$ cat src/hw/bio_pkg.sv
// Purpose: Shared constants for the bytewise I/O port block.
// Assumes: Eight-bit data-space bus, five ports A to E.
// Notes:   Addresses are data-space byte addresses.
package bio_pkg;
	localparam int          BIO_PORTS    = 5;
	localparam int          BIO_WIDTH    = 8;
	localparam int          BIO_SYNC     = 3;
	// ==========================================================
	// Data-space addresses, ports A, B, C, D, E.
	localparam logic [7:0]  BIO_DATA_A   = 8'hC0;
	localparam logic [7:0]  BIO_DATA_B   = 8'hC1;
	localparam logic [7:0]  BIO_DATA_C   = 8'hC2;
	localparam logic [7:0]  BIO_DATA_D   = 8'hC3;
	localparam logic [7:0]  BIO_DATA_E   = 8'hFC;
	localparam logic [7:0]  BIO_DIR_A    = 8'hC4;
	localparam logic [7:0]  BIO_DIR_B    = 8'hC5;
	localparam logic [7:0]  BIO_DIR_C    = 8'hC6;
	localparam logic [7:0]  BIO_DIR_D    = 8'hC7;
	localparam logic [7:0]  BIO_DIR_E    = 8'hFD;
	localparam logic [7:0]  BIO_OPT_A    = 8'hCC;
	localparam logic [7:0]  BIO_OPT_B    = 8'hCD;
	localparam logic [7:0]  BIO_OPT_C    = 8'hCE;
	localparam logic [7:0]  BIO_OPT_D    = 8'hCF;
	localparam logic [7:0]  BIO_OPT_E    = 8'hFE;
	localparam logic [7:0]  BIO_POL_ADDR = 8'hDA;
	// ==========================================================
	// Polarity register bit positions per port.
	localparam int          BIO_POL_B    = 0;
	localparam int          BIO_POL_A    = 1;
	localparam int          BIO_POL_C    = 2;
	localparam int          BIO_POL_D    = 3;
	localparam int          BIO_POL_E    = 4;
	localparam logic [7:0]  BIO_POL_MASK = 8'h1F;
	localparam logic [7:0]  BIO_RST      = 8'h00;
	// ==========================================================
	// Trigger modes applied by the interrupt configuration input.
	typedef enum logic [1:0] {
		BIO_TRIG_FALL  = 2'h0,
		BIO_TRIG_RISE  = 2'h1,
		BIO_TRIG_LOW   = 2'h2,
		BIO_TRIG_HIGH  = 2'h3
	} bio_trig_e;
endpackage

$ cat src/hw/bio_line.sv
// Purpose: One port byte: pin synchroniser, mode decode and interrupt detect.
// Assumes: Register bits come from the same clock; pins are asynchronous.
// Notes:   All outputs are registered.
`timescale 1ns/1ns
`default_nettype none
module bio_line
	import bio_pkg::*;
(
	input  wire logic                 clk,
	input  wire logic                 rst,
	input  wire logic [BIO_WIDTH-1:0] latch,
	input  wire logic [BIO_WIDTH-1:0] dir,
	input  wire logic [BIO_WIDTH-1:0] opt,
	input  wire logic [1:0]           trig,
	input  wire logic [BIO_WIDTH-1:0] pin_in,
	output logic      [BIO_WIDTH-1:0] pin_level,
	output logic      [BIO_WIDTH-1:0] pin_out,
	output logic      [BIO_WIDTH-1:0] pin_oe,
	output logic      [BIO_WIDTH-1:0] pull_up,
	output logic      [BIO_WIDTH-1:0] analog_sel,
	output logic                      irq
);
	// ==========================================================
	// Pin synchroniser: stage one feeds stage two only.
	logic [BIO_WIDTH-1:0] sync1_ff;
	logic [BIO_WIDTH-1:0] sync2_ff;
	logic [BIO_WIDTH-1:0] sync3_ff;
	logic [BIO_WIDTH-1:0] lvl_ff;
	logic [BIO_WIDTH-1:0] irq_en;
	logic [BIO_WIDTH-1:0] nxt_lvl;
	logic                 nxt_irq;
	always_ff @(posedge clk or posedge rst) begin
		if (rst) begin
			sync1_ff <= BIO_RST;
			sync2_ff <= BIO_RST;
			sync3_ff <= BIO_RST;
		end else begin
			sync1_ff <= pin_in;
			sync2_ff <= sync1_ff;
			sync3_ff <= sync2_ff;
		end
	end
	// A change counts once stages two and three agree, rejecting one-cycle glitches.
	always_comb begin
		for (int i = 0; i < BIO_WIDTH; i++) begin
			nxt_lvl[i] = (sync2_ff[i] == sync3_ff[i]) ? sync3_ff[i] : lvl_ff[i];
		end
	end
	always_ff @(posedge clk or posedge rst) begin
		if (rst) begin
			lvl_ff <= BIO_RST;
		end else begin
			lvl_ff <= nxt_lvl;
		end
	end
	assign pin_level = lvl_ff;
	// ==========================================================
	// Mode decode, effective the cycle after a register change.
	assign irq_en = ~dir & opt & ~latch;
	always_ff @(posedge clk or posedge rst) begin
		if (rst) begin
			pin_out    <= BIO_RST;
			pin_oe     <= BIO_RST;
			pull_up    <= BIO_RST;
			analog_sel <= BIO_RST;
		end else begin
			pin_out    <= dir & opt & latch;
			pin_oe     <= dir & (opt | ~latch);
			pull_up    <= ~dir & ~latch;
			analog_sel <= ~dir & opt & latch;
		end
	end
	// ==========================================================
	// Interrupt detect over lines routed to the interrupt logic.
	always_comb begin
		nxt_irq = 1'b0;
		for (int i = 0; i < BIO_WIDTH; i++) begin
			if (irq_en[i]) begin
				case (trig)
					BIO_TRIG_FALL: nxt_irq = nxt_irq | (lvl_ff[i] & ~nxt_lvl[i]);
					BIO_TRIG_RISE: nxt_irq = nxt_irq | (~lvl_ff[i] & nxt_lvl[i]);
					BIO_TRIG_LOW:  nxt_irq = nxt_irq | ~nxt_lvl[i];
					default:       nxt_irq = nxt_irq | nxt_lvl[i];
				endcase
			end
		end
	end
	always_ff @(posedge clk or posedge rst) begin
		if (rst) begin
			irq <= 1'b0;
		end else begin
			irq <= nxt_irq;
		end
	end
endmodule
`default_nettype wire

$ cat src/hw/bio_port.sv
// Purpose: Five bytewise I/O ports with data, direction and option registers.
// Assumes: Single-cycle data-space bus: addr, wdata, wr, rd; rdata valid next cycle.
// Notes:   Level triggering is chosen by the level_sel input per port.
//
// What this block does
// - Three eight-bit registers per port, bit per line.
// - Input lines read back the sampled pin.
// - Data writes always update the latch.
// - Direction bit: zero input, one output.
// - Reset clears all registers: pull-up inputs.
// - Dir0 opt0 data0: input with pull-up.
// - Dir0 opt0 data1: high-impedance input.
// - Dir0 opt1 data0: pull-up input with interrupt.
// - Dir0 opt1 data1: analog input to multiplexer.
// - Dir1 opt0: open-drain, low when latch zero.
// - Dir1 opt1: push-pull output.
// - Outputs drive the latch value.
// - Interrupt triggers falling, rising, low or high level.
// - Registers readable and writable as memory.
// - Polarity bit inverts port trigger sense.
// - Data registers at C0h-C3h and FCh.
`timescale 1ns/1ns
`default_nettype none
module bio_port
	import bio_pkg::*;
(
	input  wire logic                           clk,
	input  wire logic                           rst,
	input  wire logic [7:0]                     addr,
	input  wire logic [7:0]                     wdata,
	input  wire logic                           wr,
	input  wire logic                           rd,
	input  wire logic [BIO_PORTS-1:0]           level_sel,
	input  wire logic [BIO_PORTS*BIO_WIDTH-1:0] pin_in,
	output logic      [7:0]                     rdata,
	output logic                                rdata_hit,
	output logic      [BIO_PORTS*BIO_WIDTH-1:0] pin_out,
	output logic      [BIO_PORTS*BIO_WIDTH-1:0] pin_oe,
	output logic      [BIO_PORTS*BIO_WIDTH-1:0] pull_up,
	output logic      [BIO_PORTS*BIO_WIDTH-1:0] analog_sel,
	output logic      [BIO_PORTS-1:0]           irq
);
	// ==========================================================
	// Register storage, index 0..4 for ports A..E.
	logic [BIO_WIDTH-1:0] latch_ff [BIO_PORTS];
	logic [BIO_WIDTH-1:0] dir_ff   [BIO_PORTS];
	logic [BIO_WIDTH-1:0] opt_ff   [BIO_PORTS];
	logic [7:0]           interrupt_polarity_select_ff;
	logic [BIO_WIDTH-1:0] level    [BIO_PORTS];
	logic [7:0]           nxt_rdata;
	logic                 nxt_hit;
	logic [2:0]           sel_port;
	logic [1:0]           sel_kind;
	logic                 sel_pol;
	logic                 sel_any;

	// ==========================================================
	// Address decode. Kind 0 data, 1 direction, 2 option.
	always_comb begin
		sel_port = 3'h0;
		sel_kind = 2'h0;
		sel_pol  = 1'b0;
		sel_any  = 1'b1;
		if (addr == BIO_DATA_A) begin
			sel_port = 3'h0;
			sel_kind = 2'h0;
		end else if (addr == BIO_DATA_B) begin
			sel_port = 3'h1;
			sel_kind = 2'h0;
		end else if (addr == BIO_DATA_C) begin
			sel_port = 3'h2;
			sel_kind = 2'h0;
		end else if (addr == BIO_DATA_D) begin
			sel_port = 3'h3;
			sel_kind = 2'h0;
		end else if (addr == BIO_DATA_E) begin
			sel_port = 3'h4;
			sel_kind = 2'h0;
		end else if (addr == BIO_DIR_A) begin
			sel_port = 3'h0;
			sel_kind = 2'h1;
		end else if (addr == BIO_DIR_B) begin
			sel_port = 3'h1;
			sel_kind = 2'h1;
		end else if (addr == BIO_DIR_C) begin
			sel_port = 3'h2;
			sel_kind = 2'h1;
		end else if (addr == BIO_DIR_D) begin
			sel_port = 3'h3;
			sel_kind = 2'h1;
		end else if (addr == BIO_DIR_E) begin
			sel_port = 3'h4;
			sel_kind = 2'h1;
		end else if (addr == BIO_OPT_A) begin
			sel_port = 3'h0;
			sel_kind = 2'h2;
		end else if (addr == BIO_OPT_B) begin
			sel_port = 3'h1;
			sel_kind = 2'h2;
		end else if (addr == BIO_OPT_C) begin
			sel_port = 3'h2;
			sel_kind = 2'h2;
		end else if (addr == BIO_OPT_D) begin
			sel_port = 3'h3;
			sel_kind = 2'h2;
		end else if (addr == BIO_OPT_E) begin
			sel_port = 3'h4;
			sel_kind = 2'h2;
		end else if (addr == BIO_POL_ADDR) begin
			sel_pol = 1'b1;
		end else begin
			sel_any = 1'b0;
		end
	end

	// ==========================================================
	// Register writes.
	// Each register kind has its own process, so a write touches one array only.
	always_ff @(posedge clk or posedge rst) begin
		if (rst) begin
			for (int p = 0; p < BIO_PORTS; p++) begin
				latch_ff[p] <= BIO_RST;
			end
		end else if (wr && sel_any && !sel_pol && sel_kind == 2'h0) begin
			latch_ff[sel_port] <= wdata;
		end
	end

	always_ff @(posedge clk or posedge rst) begin
		if (rst) begin
			for (int p = 0; p < BIO_PORTS; p++) begin
				dir_ff[p] <= BIO_RST;
			end
		end else if (wr && sel_any && !sel_pol && sel_kind == 2'h1) begin
			dir_ff[sel_port] <= wdata;
		end
	end

	always_ff @(posedge clk or posedge rst) begin
		if (rst) begin
			for (int p = 0; p < BIO_PORTS; p++) begin
				opt_ff[p] <= BIO_RST;
			end
		end else if (wr && sel_any && !sel_pol && sel_kind == 2'h2) begin
			opt_ff[sel_port] <= wdata;
		end
	end
	always_ff @(posedge clk or posedge rst) begin
		if (rst) begin
			interrupt_polarity_select_ff <= BIO_RST;
		end else if (wr && sel_pol) begin
			interrupt_polarity_select_ff <= wdata & BIO_POL_MASK;
		end
	end

	// ==========================================================
	// Readback. Input lines show the pin, output lines the latch.
	always_comb begin
		nxt_rdata = 8'h00;
		nxt_hit   = rd & sel_any;
		if (!sel_any) begin
			nxt_rdata = 8'h00;
		end else if (sel_pol) begin
			nxt_rdata = interrupt_polarity_select_ff;
		end else if (sel_kind == 2'h0) begin
			nxt_rdata = (dir_ff[sel_port] & latch_ff[sel_port])
				| (~dir_ff[sel_port] & level[sel_port]);
		end else if (sel_kind == 2'h1) begin
			nxt_rdata = dir_ff[sel_port];
		end else begin
			nxt_rdata = opt_ff[sel_port];
		end
	end
	// Unmapped addresses read as zero with rdata_hit low.
	always_ff @(posedge clk or posedge rst) begin
		if (rst) begin
			rdata     <= 8'h00;
			rdata_hit <= 1'b0;
		end else begin
			rdata     <= rd ? nxt_rdata : 8'h00;
			rdata_hit <= nxt_hit;
		end
	end

	// ==========================================================
	// Per-port line logic. Polarity bit order is B, A, C, D, E.
	localparam int POL_IDX [BIO_PORTS] = '{
		BIO_POL_A,
		BIO_POL_B,
		BIO_POL_C,
		BIO_POL_D,
		BIO_POL_E
	};
	genvar g;
	generate
		for (g = 0; g < BIO_PORTS; g++) begin : g_port
			logic [1:0] trig;
			// Polarity inverts edge or level sense; level_sel picks level over edge.
			assign trig = {level_sel[g], interrupt_polarity_select_ff[POL_IDX[g]]};
			bio_line u_line (
				.clk        (clk),
				.rst        (rst),
				.latch      (latch_ff[g]),
				.dir        (dir_ff[g]),
				.opt        (opt_ff[g]),
				.trig       (trig),
				.pin_in     (pin_in[g*BIO_WIDTH +: BIO_WIDTH]),
				.pin_level  (level[g]),
				.pin_out    (pin_out[g*BIO_WIDTH +: BIO_WIDTH]),
				.pin_oe     (pin_oe[g*BIO_WIDTH +: BIO_WIDTH]),
				.pull_up    (pull_up[g*BIO_WIDTH +: BIO_WIDTH]),
				.analog_sel (analog_sel[g*BIO_WIDTH +: BIO_WIDTH]),
				.irq        (irq[g])
			);
		end
	endgenerate
endmodule
`default_nettype wire

$ cat config.mk
export PLATFORM = sky130hd
export DESIGN_NAME = bio_port
export DESIGN_NICKNAME = d
export VERILOG_FILES = /design/src/hw/bio_pkg.sv /design/src/hw/bio_line.sv /design/src/hw/bio_port.sv
export SDC_FILE = /design/constraint.sdc
export NUM_CORES = 1
export LEC_CHECK = 0
export ABC_AREA = 1
export BUFFER_PORTS_ARGS = -buffer_cell sky130_fd_sc_hd__buf_2
export CAP_MARGIN = 30
export CORE_MARGIN = 1.5
export CORE_UTILIZATION = 52
export CTS_CLUSTER_DIAMETER = 200
export DETAILED_ROUTE_END_ITERATION = 10
export PLACE_DENSITY = 0.76
export SKIP_LAST_GASP = 1
export SYNTH_ARGS = -nofsm -noshare
export SYNTH_HDL_FRONTEND = slang
export SYNTH_SLANG_ARGS = --single-unit
$ cat constraint.sdc
create_clock -name clk -period 11.9 [get_ports clk]
set_clock_uncertainty 0.15 [all_clocks]
set_input_delay 0 -clock clk [delete_from_list [all_inputs] [get_ports clk]]
set_output_delay 0 -clock clk [all_outputs]
set_load 0.02 [all_outputs]
==> metrics.log <==
[metrics] status: completed
[metrics] Placement Setup Slack: 8.794 ns
[metrics] NumNets Final: 2192
[metrics] total DRC errors in the routed layout: 0
[metrics] Synth top cells by count: sky130_fd_sc_hd__dfrtp_1 (459), sky130_fd_sc_hd__nand2_1 (335), sky130_fd_sc_hd__o21ai_0 (204)
[metrics] critical path data arrival time: 3.77 ns
[metrics] Synth cell types: 37
[metrics] global route overflow: 0
[metrics] category of the worst setup path launch point: input pin
[metrics] yosys warns: 0
[metrics] H-tree depth: 2
[metrics] layout overhead on the synthesized area: 22.86%
[metrics] Crit. End Element: asynchronous set/reset pin
[metrics] worst max-slew margin expressed relative to the limit: 41.69%
[metrics] biggest area consumer among synthesized cells: sky130_fd_sc_hd__dfrtp_1
[metrics] num rows: between 60 and 70
[metrics] mean cell area of the mapped netlist: about 10 um2
[metrics] Worst Tran Pin Value: between 0.8 and 0.9 ns
[metrics] post-detail-place hpwl: between 30 and 40 mm
[metrics] maximum vdd drop: 0.0001305 V
[metrics] number of enable-type register cells in the synthesized netlist: 0
[metrics] FFs w/ async S/R, synth: 100.0%
[metrics] maximum number of pins on one net before global-route repair: 83
[metrics] Max Fclk: 309.6 MHz
[metrics] slack of the critical path: around 8.7 ns
[metrics] Die H: 188.7 um
[metrics] post-layout minimum cycle time: between 3 and 4 ns
[metrics] die area: 35620 um2
[metrics] final setup violation count: 0
[metrics] I/O pin cnt: 239
[metrics] effective utilization at floorplan: 53.09%
[metrics] post-DR wirelength/cell: approximately 20 um
[metrics] maximum count of clock buffers along a single path: 3
[metrics] wire length of the first global-routing pass: 79.41 mm
[metrics] number of clock buffers inserted by TritonCTS: 46
[metrics] number of global-route vias before repair: 13630
[metrics] count of mapped cells out of synthesis: between 1500 and 2000
[metrics] fraction of the cycle the final worst path needs: 27.14%
[metrics] buffers added on ports: 238
[metrics] Post-Route WL: 52.11 mm
[metrics] number of synthesized register bits: 459
[metrics] Leak Pwr: 0.01045 uW
[metrics] largest cells by area after synthesis: sky130_fd_sc_hd__dfrtp_1 (64%), sky130_fd_sc_hd__nand2_1 (7.0%), sky130_fd_sc_hd__o21ai_0 (5.7%)
[metrics] 1st-pass router iterations: 6
[metrics] number of hold violations in the final report: 0
[metrics] sequential area share after synthesis: approximately 64%
[metrics] global routing usage summed across all routing layers: 29.60%
[metrics] clock latency of the later-clocked register in the worst-skew pair: 0.56 ns
[metrics] total of fill cells in the finished design: 2603
[metrics] antenna violations before repair: 3
[metrics] total vias in the final route: about 14000
[metrics] clock edge transition at the registers on the reported setup and hold paths: 0.06 ns
[metrics] max-capacitance violation count: 0
[metrics] number of DRC markers after the initial detailed-route iteration: roughly 1800
[metrics] share of the synthesized area in the top cell type: 64.03%
[metrics] library cell with the highest instance count after synthesis: sky130_fd_sc_hd__dfrtp_1
[metrics] share of cells above drive strength 1: between 10% and 20%
[metrics] flip-flop cell with the highest count after synthesis: sky130_fd_sc_hd__dfrtp_1
[metrics] Slew Viols, Final: 0
[metrics] combined area of all synthesized cells: 17940 um2
[metrics] clock tree from TritonCTS: built
[metrics] number of buffers inserted by post-CTS setup repair: 0
[metrics] worst-path fanout max: 80
[metrics] die extent in x: about 190 um
[metrics] data required time of the worst path: 12.44 ns
[metrics] Cell Pwr Density: 155.3 nW/um2
[metrics] number of nets in the synthesized netlist: 1855
[metrics] type of the tightest min-delay check: input pin to register
[metrics] type of the worst setup path: input pin to asynchronous set/reset pin
[metrics] setup_tns: 0 ns
[metrics] placeable core region: 33780 um2
[metrics] count of antenna-violating nets left after detailed routing: 0
[metrics] final RePlAce weighted congestion: just under 1
[metrics] via count normalized by instance count: 5.535
[metrics] setup repair after global routing missed its margin: no
[metrics] CTS sink cnt: 459
[metrics] clock tree root driver cell: sky130_fd_sc_hd__clkbuf_16
==> worst paths after layout <==
path	cells past startpoint	startpoint	to	slack [ns]
worst max-delay path	9	rst	g_port[2].u_line.analog_sel[7]	8.67
worst min-delay path	7	addr[3]	rdata[7]	0.06
worst max register to register	6	interrupt_polarity_select_ff[0]	g_port[1].u_line.irq	9.79
worst min register to register	0	g_port[2].u_line.sync1_ff[6]	g_port[2].u_line.sync2_ff[6]	0.19
max in group clk	13	addr[6]	rdata[0]	9.20
min in group asynchronous	4	rst	g_port[0].u_line.pin_out[3]	0.53
==> power breakdown <==
| part | switching (uW) | internal, uW |
|---|---|---|
| Combinational | 200 | 98.3 |
| Sequential | 47.4 | 1630 |
| Clock | 607 | 842 |
==> through the flow <==
| step | instance area [um2] | cells | total power [uW] | hold WS, ns | utilization [%] |
|---|---|---|---|---|---|
| 4_1_cts | 22000 | 2612 | 3439 | 0.05136 | 65.13 |
| 2_1_floorplan | 17940 | 1790 | 1856 | -0.1186 | - |
| 6_report | 22040 | 2616 | 3422 | 0.06413 | 65.23 |
| 5_1_grt | 22040 | 2616 | 3547 | 0.09917 | 65.23 |
| 3_5_place_dp | 19450 | 2426 | 1968 | -0.04068 | 57.58 |
| 3_3_place_gp | 19400 | 2424 | 1958 | -0.04069 | 57.42 |
==> worst max-delay path: stages <==
cell and delay, ns:
sky130_fd_sc_hd__dlygate4sd3_1 0.53, sky130_fd_sc_hd__buf_2 0.11, sky130_fd_sc_hd__dlygate4sd3_1 0.58, sky130_fd_sc_hd__clkinvlp_4 0.47
sky130_fd_sc_hd__buf_4 0.25, sky130_fd_sc_hd__buf_16 0.30, sky130_fd_sc_hd__buf_4 0.70, sky130_fd_sc_hd__buf_4 0.35
sky130_fd_sc_hd__buf_16 0.33
==> what timing repair did <==
action | in CTS | in global routing
hold endpoints to repair | 221 | 0
gates resized for setup | 0 | 0
hold buffers | 100 | 0
==> routing by layer <==
metal  vias up  global-route usage [%]  routed length, um
met4         0                   11.45               2083
met1      7020                   43.18              21870
li1       6549                       -                  -
met5         -                       0                  0
met2       792                   44.87              23180
met3       119                   4.656               4976
==> layout make-up <==
| type | instances | area [um2] | area share (%) |
|---|---|---|---|
| Multi-Input combinational cell | 1073 | 5350 | 24.28 |
| Tap cell | 448 | 560.5 | 2.544 |
| Sequential cell | 459 | 11490 | 52.12 |
| Clock buffer | 63 | 1306 | 5.927 |
| Clock inverter | 23 | 241.5 | 1.096 |
| Antenna cell | 3 | 7.507 | 0.03407 |
| Timing Repair Buffer | 350 | 2342 | 10.63 |
| Inverter | 197 | 743.2 | 3.373 |
==> sequential cells by signal, indices dropped and copies added (netlist names) <==
register                      cells
rdata                             8
g_port.u_line.pin_level          40
dir_ff                           40
g_port.u_line.pin_out            40
g_port.u_line.sync1_ff           40
g_port.u_line.sync3_ff           40
interrupt_polarity_select_ff      5
rdata_hit                         1
g_port.u_line.sync2_ff           40
opt_ff                           40
g_port.u_line.pull_up            40
g_port.u_line.irq                 5
latch_ff                         40
g_port.u_line.analog_sel         40
g_port.u_line.pin_oe             40
==> cell families (layout without fill, tap and decap cells) <==
group           count (synthesis)  count (layout)  synth area share, %
compound gates                356             356                11.13
fa+ha+maj                      29              29                1.618
buf+inv                       258             633                6.138
flops                         459             459                64.03
mux                             5               5               0.3139
other cells                     0               3                    0
simple gates                  683             683                16.77
==> cells in the final DEF (no fill, tap or decap), types with 8 or more instances in the layout <==
cell type and instances:
sky130_fd_sc_hd__dfrtp_1 459, sky130_fd_sc_hd__o21ai_0 204, sky130_fd_sc_hd__nor2_4 17, sky130_fd_sc_hd__nand4_1 32, sky130_fd_sc_hd__clkbuf_1 9, sky130_fd_sc_hd__a21oi_1 71, sky130_fd_sc_hd__clkinv_2 8, sky130_fd_sc_hd__nand2_1 335
sky130_fd_sc_hd__maj3_1 29, sky130_fd_sc_hd__dlygate4sd3_1 100, sky130_fd_sc_hd__clkinvlp_4 8, sky130_fd_sc_hd__o22ai_1 13, sky130_fd_sc_hd__o211ai_1 25, sky130_fd_sc_hd__buf_2 238, sky130_fd_sc_hd__buf_4 9, sky130_fd_sc_hd__inv_1 189
sky130_fd_sc_hd__nand3_1 65, sky130_fd_sc_hd__nor3_1 80, sky130_fd_sc_hd__clkbuf_16 47, sky130_fd_sc_hd__o21ai_1 21, sky130_fd_sc_hd__nor2_1 143
(Power assumes the default switching activity.)
